<file path="src/wake_pkg.sv">
// Purpose: Shared constants for the receive-side wake frame detector.
// Assumes: Classic Wishbone register access with 32-bit data and byte addresses.
// Notes: Register offsets are byte addresses of aligned words.
package wake_pkg;
  localparam int unsigned CLK_HZ = 125_000_000;
  localparam int unsigned NUM_FILTERS = 4;
  localparam int unsigned MASK_BITS = 31;
  localparam int unsigned ADDR_REPEATS = 16;
  localparam int unsigned SYNC_BYTES = 6;
  localparam int unsigned HDR_BYTES = 12;
  localparam int unsigned MIN_PATTERN_OFFSET = 12;

  localparam logic [7:0] OFS_MASK0 = 8'h00;
  localparam logic [7:0] OFS_MASK1 = 8'h04;
  localparam logic [7:0] OFS_MASK2 = 8'h08;
  localparam logic [7:0] OFS_MASK3 = 8'h0C;
  localparam logic [7:0] OFS_COMMAND = 8'h10;
  localparam logic [7:0] OFS_OFFSET = 8'h14;
  localparam logic [7:0] OFS_CRC01 = 8'h18;
  localparam logic [7:0] OFS_CRC23 = 8'h1C;
  localparam logic [7:0] OFS_CONTROL = 8'h20;
  localparam logic [7:0] OFS_STATUS = 8'h24;
  localparam logic [7:0] OFS_IRQ_MASK = 8'h28;
  localparam logic [7:0] OFS_ADDR_LO = 8'h2C;
  localparam logic [7:0] OFS_ADDR_HI = 8'h30;

  localparam int unsigned CTL_ADDR_EN = 0;
  localparam int unsigned CTL_PAT_EN = 1;
  localparam int unsigned CTL_NOTIFY_PME = 2;
  localparam int unsigned CTL_LIGHT_SLEEP = 3;
  localparam int unsigned ST_ADDR_SEEN = 0;
  localparam int unsigned ST_PAT_SEEN = 1;
  localparam int unsigned CMD_ENABLE = 0;
  localparam int unsigned CMD_MCAST = 3;
  localparam int unsigned CMD_STRIDE = 8;

  localparam logic [15:0] CRC_POLY = 16'h8005;
  localparam logic [15:0] CRC_INIT = 16'hFFFF;
  localparam logic [7:0] SYNC_BYTE = 8'hFF;
  localparam logic [31:0] RESET_ZERO = 32'h0000_0000;
endpackage

</file>
<file path="src/wake_frame_detect.sv">
// Purpose: Wake frame detector: pattern filters with CRC-16 and address-repeat wake.
// Assumes: Receive bytes arrive from MAC logic on clk_i with frame start and end marks.
// Notes: rx_hold_o suspends normal reception while any detection mode is active.
// Summary of operation
// Software keeps pattern offsets at twelve or more
// Offset zero is first destination byte
// Masked-byte CRC equals stored value means wake
// Address-repeat enable suspends reception and detects
// Notify by interrupt or power event output
// Address-repeat match sets its seen flag
// Clearing enable returns to normal reception
// Examine own or broadcast destination frames
// Multicast destination frames also examined
// Find six all-ones bytes after addresses
// Then sixteen back-to-back station address copies
// Broken run restarts sync search
// Sync and copies anywhere in frame
// Full power: detection only when enabled
// Light sleep forces both detections on
// Pattern enable suspends reception, sets pattern flag
// Mask bit j selects byte offset plus j
// Command bit0 enables, bit3 selects multicast
// Fixed CRC-16 polynomial and initial value
`timescale 1ns/1ns
module wake_frame_detect #(
  parameter int unsigned NUM_FILTERS = wake_pkg::NUM_FILTERS,
  parameter int unsigned ADDR_REPEATS = wake_pkg::ADDR_REPEATS
) (
  // Clock and reset
  input wire logic clk_i,
  input wire logic rst_i,
  // Wishbone slave
  input wire logic wb_cyc_i,
  input wire logic wb_stb_i,
  input wire logic wb_we_i,
  input wire logic [7:0] wb_adr_i,
  input wire logic [3:0] wb_sel_i,
  input wire logic [31:0] wb_dat_i,
  output logic [31:0] wb_dat_o,
  output logic wb_ack_o,
  // Receive byte stream
  input wire logic rx_valid_i,
  input wire logic [7:0] rx_data_i,
  input wire logic rx_sof_i,
  input wire logic rx_eof_i,
  // Notification and reception control
  output logic irq_o,
  output logic power_event_out_o,
  output logic rx_hold_o
);
  logic [30:0] mask_q [NUM_FILTERS];
  logic [7:0] offset_q [NUM_FILTERS];
  logic [15:0] crc_exp_q [NUM_FILTERS];
  logic [3:0] cmd_q [NUM_FILTERS];
  logic [3:0] ctrl_q;
  logic [1:0] status_q;
  logic [1:0] irq_mask_q;
  logic [47:0] station_q;
  logic [31:0] rd_d;
  logic wr_stb;
  logic addr_active;
  logic pat_active;
  logic addr_hit;
  logic pat_hit;

  function automatic logic [15:0] crc16_byte(input logic [15:0] crc, input logic [7:0] data);
    logic [15:0] c;
    c = crc;
    for (int b = 0; b < 8; b++)
    begin
      if (c[15] ^ data[b])
        c = {c[14:0], 1'b0} ^ wake_pkg::CRC_POLY;
      else
        c = {c[14:0], 1'b0};
    end
    return c;
  endfunction

  function automatic logic [31:0] merge(input logic [31:0] old, input logic [31:0] nw, input logic [3:0] sel);
    logic [31:0] r;
    r = old;
    for (int k = 0; k < 4; k++)
    begin
      if (sel[k])
        r[k*8 +: 8] = nw[k*8 +: 8];
    end
    return r;
  endfunction

  // A write lands at the edge where the master samples ack high, while the request still stands.
  assign wr_stb = wb_cyc_i && wb_stb_i && wb_we_i && wb_ack_o;
  assign addr_active = ctrl_q[wake_pkg::CTL_ADDR_EN] || ctrl_q[wake_pkg::CTL_LIGHT_SLEEP];
  assign pat_active = ctrl_q[wake_pkg::CTL_PAT_EN] || ctrl_q[wake_pkg::CTL_LIGHT_SLEEP];

  // Ack one cycle after the request and drop it the next cycle.
  always_ff @(posedge clk_i)
  begin
    if (rst_i)
      wb_ack_o <= 1'b0;
    else
      wb_ack_o <= wb_cyc_i && wb_stb_i && !wb_ack_o;
  end

  always_comb
  begin
    rd_d = wake_pkg::RESET_ZERO;
    case (wb_adr_i)
      wake_pkg::OFS_MASK0: rd_d = {1'b0, mask_q[0]};
      wake_pkg::OFS_MASK1: rd_d = {1'b0, mask_q[1]};
      wake_pkg::OFS_MASK2: rd_d = {1'b0, mask_q[2]};
      wake_pkg::OFS_MASK3: rd_d = {1'b0, mask_q[3]};
      wake_pkg::OFS_COMMAND: rd_d = {4'h0, cmd_q[3], 4'h0, cmd_q[2], 4'h0, cmd_q[1], 4'h0, cmd_q[0]};
      wake_pkg::OFS_OFFSET: rd_d = {offset_q[3], offset_q[2], offset_q[1], offset_q[0]};
      wake_pkg::OFS_CRC01: rd_d = {crc_exp_q[1], crc_exp_q[0]};
      wake_pkg::OFS_CRC23: rd_d = {crc_exp_q[3], crc_exp_q[2]};
      wake_pkg::OFS_CONTROL: rd_d = {28'h000_0000, ctrl_q};
      wake_pkg::OFS_STATUS: rd_d = {30'h0000_0000, status_q};
      wake_pkg::OFS_IRQ_MASK: rd_d = {30'h0000_0000, irq_mask_q};
      wake_pkg::OFS_ADDR_LO: rd_d = station_q[31:0];
      wake_pkg::OFS_ADDR_HI: rd_d = {16'h0000, station_q[47:32]};
      default: rd_d = wake_pkg::RESET_ZERO;
    endcase
  end

  always_ff @(posedge clk_i)
  begin
    if (rst_i)
      wb_dat_o <= wake_pkg::RESET_ZERO;
    else if (wb_cyc_i && wb_stb_i && !wb_ack_o)
      wb_dat_o <= rd_d;
  end

  // Filter table and configuration writes; reserved bits are never stored.
  always_ff @(posedge clk_i)
  begin
    logic [31:0] w;
    w = wake_pkg::RESET_ZERO;
    if (rst_i)
    begin
      for (int i = 0; i < NUM_FILTERS; i++)
      begin
        mask_q[i] <= '0;
        offset_q[i] <= '0;
        crc_exp_q[i] <= '0;
        cmd_q[i] <= '0;
      end
      ctrl_q <= '0;
      irq_mask_q <= '0;
      station_q <= '0;
    end
    else if (wr_stb)
    begin
      w = merge(rd_d, wb_dat_i, wb_sel_i);
      case (wb_adr_i)
        wake_pkg::OFS_MASK0: mask_q[0] <= w[30:0];
        wake_pkg::OFS_MASK1: mask_q[1] <= w[30:0];
        wake_pkg::OFS_MASK2: mask_q[2] <= w[30:0];
        wake_pkg::OFS_MASK3: mask_q[3] <= w[30:0];
        wake_pkg::OFS_COMMAND:
        begin
          for (int i = 0; i < NUM_FILTERS; i++)
            cmd_q[i] <= w[i*wake_pkg::CMD_STRIDE +: 4] & 4'b1001;
        end
        wake_pkg::OFS_OFFSET:
        begin
          for (int i = 0; i < NUM_FILTERS; i++)
            offset_q[i] <= w[i*8 +: 8];
        end
        wake_pkg::OFS_CRC01:
        begin
          crc_exp_q[0] <= w[15:0];
          crc_exp_q[1] <= w[31:16];
        end
        wake_pkg::OFS_CRC23:
        begin
          crc_exp_q[2] <= w[15:0];
          crc_exp_q[3] <= w[31:16];
        end
        wake_pkg::OFS_CONTROL: ctrl_q <= w[3:0];
        wake_pkg::OFS_IRQ_MASK: irq_mask_q <= w[1:0];
        wake_pkg::OFS_ADDR_LO: station_q[31:0] <= w;
        wake_pkg::OFS_ADDR_HI: station_q[47:32] <= w[15:0];
        default: ;
      endcase
    end
  end

  // Frame position and destination classification.
  logic [7:0] pos_q;
  logic in_frame_q;
  logic [47:0] dest_q;
  logic dst_ok;
  logic dst_mcast;
  logic [7:0] cur_pos;

  assign cur_pos = rx_sof_i ? 8'h00 : pos_q;
  assign dst_mcast = dest_q[40] && (dest_q != '1);
  assign dst_ok = (dest_q == station_q) || (dest_q == '1) || dest_q[40];

  always_ff @(posedge clk_i)
  begin
    if (rst_i)
    begin
      pos_q <= '0;
      in_frame_q <= 1'b0;
      dest_q <= '0;
    end
    else if (rx_valid_i)
    begin
      in_frame_q <= !rx_eof_i;
      if (pos_q != 8'hFF || rx_sof_i)
        pos_q <= cur_pos + 8'h01;
      if (cur_pos < 8'd6)
        dest_q[47 - 8*cur_pos[2:0] -: 8] <= rx_data_i;
    end
  end

  // Address-repeat search: sync stream then sixteen station copies.
  typedef enum logic [1:0] {AR_SYNC, AR_COPIES, AR_DONE} ar_state_t;
  ar_state_t ar_q;
  logic [2:0] sync_cnt_q;
  logic [2:0] byte_cnt_q;
  logic [4:0] copy_cnt_q;
  logic [7:0] exp_byte;
  logic ar_found;

  assign exp_byte = station_q[47 - 8*byte_cnt_q -: 8];
  assign ar_found = (ar_q == AR_COPIES) && rx_valid_i && (rx_data_i == exp_byte)
                    && (byte_cnt_q == 3'd5) && (copy_cnt_q == 5'(ADDR_REPEATS - 1));

  always_ff @(posedge clk_i)
  begin
    if (rst_i || !addr_active || (rx_valid_i && rx_sof_i))
    begin
      ar_q <= AR_SYNC;
      sync_cnt_q <= '0;
      byte_cnt_q <= '0;
      copy_cnt_q <= '0;
    end
    else if (rx_valid_i && cur_pos >= 8'(wake_pkg::HDR_BYTES) && dst_ok)
    begin
      case (ar_q)
        AR_SYNC:
        begin
          if (rx_data_i == wake_pkg::SYNC_BYTE)
          begin
            if (sync_cnt_q == 3'(wake_pkg::SYNC_BYTES - 1))
              ar_q <= AR_COPIES;
            else
              sync_cnt_q <= sync_cnt_q + 3'd1;
          end
          else
            sync_cnt_q <= '0;
        end
        AR_COPIES:
        begin
          if (rx_data_i == exp_byte)
          begin
            byte_cnt_q <= (byte_cnt_q == 3'd5) ? 3'd0 : byte_cnt_q + 3'd1;
            if (byte_cnt_q == 3'd5)
              copy_cnt_q <= copy_cnt_q + 5'd1;
            if (ar_found)
              ar_q <= AR_DONE;
          end
          else
          begin
            ar_q <= AR_SYNC;
            byte_cnt_q <= '0;
            copy_cnt_q <= '0;
            sync_cnt_q <= (rx_data_i == wake_pkg::SYNC_BYTE) ? 3'd1 : 3'd0;
          end
        end
        AR_DONE: ;
        default: ar_q <= AR_SYNC;
      endcase
    end
  end

  assign addr_hit = ar_found && addr_active && dst_ok && cur_pos >= 8'(wake_pkg::HDR_BYTES);

  // Checker helpers: bytes taken in the copy run, and all-ones bytes seen after the headers.
  localparam int unsigned ADDR_OCTETS = 6;
  logic [9:0] run_len_q;
  logic [3:0] ff_run_q;

  always_ff @(posedge clk_i)
  begin
    if (rst_i || ar_q != AR_COPIES || (rx_valid_i && rx_sof_i))
      run_len_q <= '0;
    else if (rx_valid_i && run_len_q != '1)
      run_len_q <= run_len_q + 10'd1;
  end

  always_ff @(posedge clk_i)
  begin
    if (rst_i || (rx_valid_i && (rx_data_i != wake_pkg::SYNC_BYTE || cur_pos < 8'(wake_pkg::HDR_BYTES))))
      ff_run_q <= '0;
    else if (rx_valid_i && ff_run_q != '1)
      ff_run_q <= ff_run_q + 4'd1;
  end

  // Pattern filters: running CRC per filter, checked at frame end.
  logic [15:0] crc_q [NUM_FILTERS];
  logic [NUM_FILTERS-1:0] match;

  always_ff @(posedge clk_i)
  begin
    logic [7:0] rel;
    logic [15:0] base;
    rel = '0;
    base = wake_pkg::CRC_INIT;
    for (int i = 0; i < NUM_FILTERS; i++)
    begin
      base = rx_sof_i ? wake_pkg::CRC_INIT : crc_q[i];
      rel = cur_pos - offset_q[i];
      if (rst_i)
        crc_q[i] <= wake_pkg::CRC_INIT;
      else if (rx_valid_i && cur_pos >= offset_q[i] && rel < 8'(wake_pkg::MASK_BITS) && mask_q[i][rel[4:0]])
        crc_q[i] <= crc16_byte(base, rx_data_i);
      else if (rx_valid_i && rx_sof_i)
        crc_q[i] <= wake_pkg::CRC_INIT;
    end
  end

  always_comb
  begin
    for (int i = 0; i < NUM_FILTERS; i++)
      match[i] = cmd_q[i][wake_pkg::CMD_ENABLE] && (crc_q[i] == crc_exp_q[i])
                 && (cmd_q[i][wake_pkg::CMD_MCAST] == dst_mcast);
  end

  assign pat_hit = pat_active && rx_valid_i && rx_eof_i && !rx_sof_i && in_frame_q && (|match);

  // Sticky seen flags: a hit wins over a write-one clear.
  always_ff @(posedge clk_i)
  begin
    if (rst_i)
      status_q <= '0;
    else
    begin
      if (wr_stb && wb_adr_i == wake_pkg::OFS_STATUS && wb_sel_i[0])
        status_q <= status_q & ~wb_dat_i[1:0];
      if (addr_hit)
        status_q[wake_pkg::ST_ADDR_SEEN] <= 1'b1;
      if (pat_hit)
        status_q[wake_pkg::ST_PAT_SEEN] <= 1'b1;
    end
  end

  always_ff @(posedge clk_i)
  begin
    if (rst_i)
    begin
      irq_o <= 1'b0;
      power_event_out_o <= 1'b0;
      rx_hold_o <= 1'b0;
    end
    else
    begin
      irq_o <= !ctrl_q[wake_pkg::CTL_NOTIFY_PME] && |(status_q & irq_mask_q);
      power_event_out_o <= ctrl_q[wake_pkg::CTL_NOTIFY_PME] && |(status_q & irq_mask_q);
      rx_hold_o <= addr_active || pat_active;
    end
  end
endmodule

</file>
<file path="config.mk">
export PLATFORM = sky130hd
export DESIGN_NAME = wake_frame_detect
export DESIGN_NICKNAME = d
export VERILOG_FILES = /design/src/wake_pkg.sv /design/src/wake_frame_detect.sv
export SDC_FILE = /design/constraint.sdc
export NUM_CORES = 1
export LEC_CHECK = 0
export ABC_AREA = 1
export BUFFER_PORTS_ARGS = -buffer_cell sky130_fd_sc_hd__buf_4
export CORE_MARGIN = 5
export CORE_UTILIZATION = 45
export DETAILED_ROUTE_END_ITERATION = 10
export SETUP_SLACK_MARGIN = 0.3
export SLEW_MARGIN = 20
export SYNTH_ARGS = -nofsm -noshare
export SYNTH_HDL_FRONTEND = slang
export SYNTH_SLANG_ARGS = --single-unit
export TNS_END_PERCENT = 1
</file>
<file path="constraint.sdc">
create_clock -name clk_i -period 5.8 [get_ports clk_i]
set_input_delay 1.16 -clock clk_i [delete_from_list [all_inputs] [get_ports clk_i]]
set_output_delay 1.16 -clock clk_i [all_outputs]
set_load 0.01 [all_outputs]
</file>
==> out/summary.md <==
The worst IR drop on VDD was 0.000232 V; the minimum clock period after layout was 4.35 ns. The share of synthesized flip-flops with an asynchronous set or reset is 0%. For the worst setup path, the data arrival time is 4.67 ns. The run gives 0.0228 ns as the clock skew. The area of the placeable core was 55200 sq um; the die area was 60700 sq um. TritonCTS built the clock tree. Dividing total power by cell area gives a power density of 269 nW/um^2. After clock tree synthesis, the clock-pin slew on the worst setup and hold paths is 0.06 ns. The critical path's top delay family is simple AND/OR/NAND/NOR gates. The type of the tightest min-delay check was reg -> reg. The worst relative slew slack came out at 20.3%. The cell chosen for the clock root was sky130_fd_sc_hd__clkbuf_16.

The tools report the number of pins exceeding their max-slew limit in the final report as 0. The setup path with the least slack is of type in -> reg. Number of nets produced by synthesis: 3290. After filler insertion, the fill cell instance count of the layout stands at 5324. Synthesis produced 3204 cells.

For the maximum clock rate, the log shows 230 MHz. After detailed routing, the number of vias per cell comes to 5.96. Buffers added to address setup during post-CTS repair amount to 0. The synthesized area was 25100 sq um.

Cells with a size suffix above 1 make up 9.00% of the layout. The most frequent standard cell in the layout excluding fill and tap cells is sky130_fd_sc_hd__nand2_1. The pin count of the biggest net entering global routing is 70.

The worst setup path is launched from an input port. Setup violations remaining at the end of the flow were counted as 0. The top cell types in the final layout, fill and taps aside, are sky130_fd_sc_hd__nand2_1 (568), sky130_fd_sc_hd__nor2_1 (456), sky130_fd_sc_hd__inv_1 (401), sky130_fd_sc_hd__edfxtp_1 (292), sky130_fd_sc_hd__nand3_1 (243). The max-cap check violation count is 0, and the final clock period utilization by the worst path is 74.9%. The flow ran to the end, and the final reports show no timing, DRC or antenna violations. After detailed routing, the average wire length per cell comes to 25.4 um. Global routing consumed, over all layers together, 33.2% of the routing resources. The number of global-route vias before repair was 22018; the remaining antenna violation count after routing was 0. Setup repair after global routing left no endpoint under its margin. The number of placed instances, taps included, is 3976.

Once layout is done, the placed cells without fillers occupy 28500 sq um. The number of flops mapped to enable cells by yosys was 292. The clock sink count is 454, and the hold buffer count at cts is 0. The run gives 0 as the remaining global-route overflow. Excluding fillers, the count of instances in the completed layout stands at 4073. STA puts the critical path data required time at 6.12 ns. Wires add up to 104 mm.

The tools report the wire length of the first global-routing pass as 149 mm. For the pin with the worst max-slew slack, the measured transition is 1.18 ns. In this run the core area contains 86 standard-cell rows.

The run gives 11.4 nW as the leakage dissipation. The type of destination of the critical path was a flip-flop. Counting flops and latches in the post-synthesis netlist gives 454. The wire-length estimate of the detail-placed layout is 79.1 mm. The vertical die dimension was 246 um; the total vias in the final route was 24264. The number of buffers and inverters on the critical path is 3. The logs give 0 for the final hold violation count and 3 for the initial antenna violation count. At the end of routability-driven placement, the weighted congestion stood at 1.02.

Starting density of the core: 45.5%. The floorplan step set the die width to 246 um. The signal on the critical path passes through buf_4, nor2_1, inv_1, ha_1, fa_1, inv_1, a21oi_1, o21ai_0, nand3_1, o21ai_0, o21ai_0, nor2_1, nor2_1, nand4_1, nor2_4, nand3_1. The pre-antenna-repair detailed-routing pass consisted of 9 iterations. In this run the cell area measured after placement is 26800 sq um. The clock tree synthesis step divided the H-tree into 2 levels. During synthesis, Yosys emitted a total of 0 warnings. Once layout is complete, the utilization of the core stands at 51.6%. A synthesized cell averages 7.84 sq um. After clock tree synthesis, the repair step resized 0 gates. The total CTS buffers is 51, and the net total in the final layout is 3367. For this run, design rule violations remaining after detail routing come to 0.

The synthesized netlist contains 55 unique library cells. The largest single stage delay on the critical path is 0.70 ns. The buffer depth of the longest clock path is 3.

The count of routing violations after the opening detailed-route iteration was 3388; the count of buffers inserted at the top-level ports was 95. In the final timing run, aggregate negative setup slack is 0 ns. The largest individual stage delay along the critical path comes from the cell sky130_fd_sc_hd__fa_1. Along the worst path, the maximum fanout reaches 16.

For the worst-skew pair, the clock arrives at the later sink with an insertion delay of 0.61 ns. The most used flip-flop cell after synthesis is sky130_fd_sc_hd__edfxtp_1. Relative to the synthesized area, the layout overhead comes to 13.4%.

In this run the count of I/O pins placed on the die edge is 96. The register area share after synthesis was 47.8%.
==> per-stage QoR <==
stage	setup WS, ns	hold slack, ns	power [mW]
global placement	0.868	0.442	4.45
floorplan	0.943	0.421	4.12
detailed placement	0.912	0.450	4.46
CTS	1.50	0.459	7.65
finish	1.45	0.456	7.65
global route	1.17	0.498	7.87
==> cells by family (layout without fill, tap and decap cells) <==
| group | count (synthesis) | after routing | share of synthesized area (%) |
|---|---|---|---|
| xor gates and xnor gates | 79 | 79 | 2.75 |
| buffers and inverters | 552 | 670 | 8.50 |
| DFF | 454 | 454 | 47.8 |
| and+or+nand+nor | 1432 | 1432 | 24.4 |
| AOI/OAI and AO/OA | 647 | 647 | 14.6 |
| other | 0 | 3 | 0 |
| muxes | 14 | 14 | 0.558 |
| adders and majority gates | 26 | 26 | 1.32 |
==> where the power goes <==
group          switching [mW]  internal, mW  leakage, nW  total, mW
combinational           0.586         0.242         6.42      0.828
clock                    1.38          1.85        0.815       3.24
sequential             0.0737          3.51         4.15       3.59
total                    2.04          5.61         11.4       7.65
==> synth_stat cells, drive strengths merged, types with 2 or more instances <==
library cell | instances | area (sq um)
xnor2 | 11 | 96.3
nand4 | 71 | 450
nand3b | 20 | 150
o21ai | 245 | 1230
a21oi | 220 | 1100
nor3b | 4 | 30.0
o211ai | 37 | 278
a22oi | 2 | 15.0
buf | 28 | 170
clkbuf | 104 | 390
nand3 | 247 | 1240
mux2i | 14 | 140
a31oi | 10 | 62.6
inv | 410 | 1540
nand2 | 575 | 2190
a211oi | 24 | 180
xor2 | 68 | 596
or2 | 15 | 93.8
dfxtp | 162 | 3240
nor4 | 8 | 56.3
clkinv | 10 | 37.5
nor2 | 466 | 1790
a32oi | 2 | 17.5
a21boi | 3 | 22.5
edfxtp | 292 | 8770
o22ai | 55 | 344
nor3 | 24 | 130
o221ai | 4 | 35.0
a221oi | 37 | 324
ha | 25 | 313
==> area by class of cell <==
class,instances,area [sq um],share of cell area (%)
Antenna cell,3,7.51,0.0264
Multi-Input combinational cell,2198,11100,39.0
Sequential cell,454,12000,42.2
Clock inverter,16,76.3,0.268
Clock buffer,78,1570,5.50
Inverter,420,1580,5.54
Tap cell,748,936,3.29
Timing Repair Buffer,156,1210,4.25
==> final timing paths <==
| kind | to | slack (ns) | from | cells past startpoint |
|---|---|---|---|---|
| max | crc_q[2][1] | 1.45 | rx_sof_i | 16 |
| min | in_frame_q | 0.46 | in_frame_q | 2 |
| max reg2reg | crc_q[2][1] | 1.75 | pos_q[0] | 16 |
| min reg2reg | in_frame_q | 0.46 | in_frame_q | 2 |
==> sequential cells by signal, summed over array words and instances, names as in the netlist, 2 cells and up <==
signal and cells:
ar_q 2, byte_cnt_q 3, cmd_q 8, copy_cnt_q 5
crc_exp_q 64, crc_q 64, ctrl_q 4, dest_q 48
irq_mask_q 2, mask_q 124, offset_q 32, pos_q 8
station_q 48, status_q 2, sync_cnt_q 3, wb_dat_o 32
==> per-layer routing <==
| metal | up-vias | track usage (%) | share of wire, % |
|---|---|---|---|
| li1 | 10988 | - | - |
| met1 | 11538 | 46.2 | 40 |
| met2 | 1467 | 49.5 | 43 |
| met3 | 267 | 6.75 | 11 |
| met4 | 4 | 16.4 | 6.1 |
| met5 | - | 0 | 0.020 |
==> tightest hold or removal path, cell delays in order, from the launching register on <==
cell	delay, ns
sky130_fd_sc_hd__dfxtp_1	0.30
sky130_fd_sc_hd__inv_1	0.06
sky130_fd_sc_hd__a21oi_1	0.06
Power figures use the tool's default switching activity.
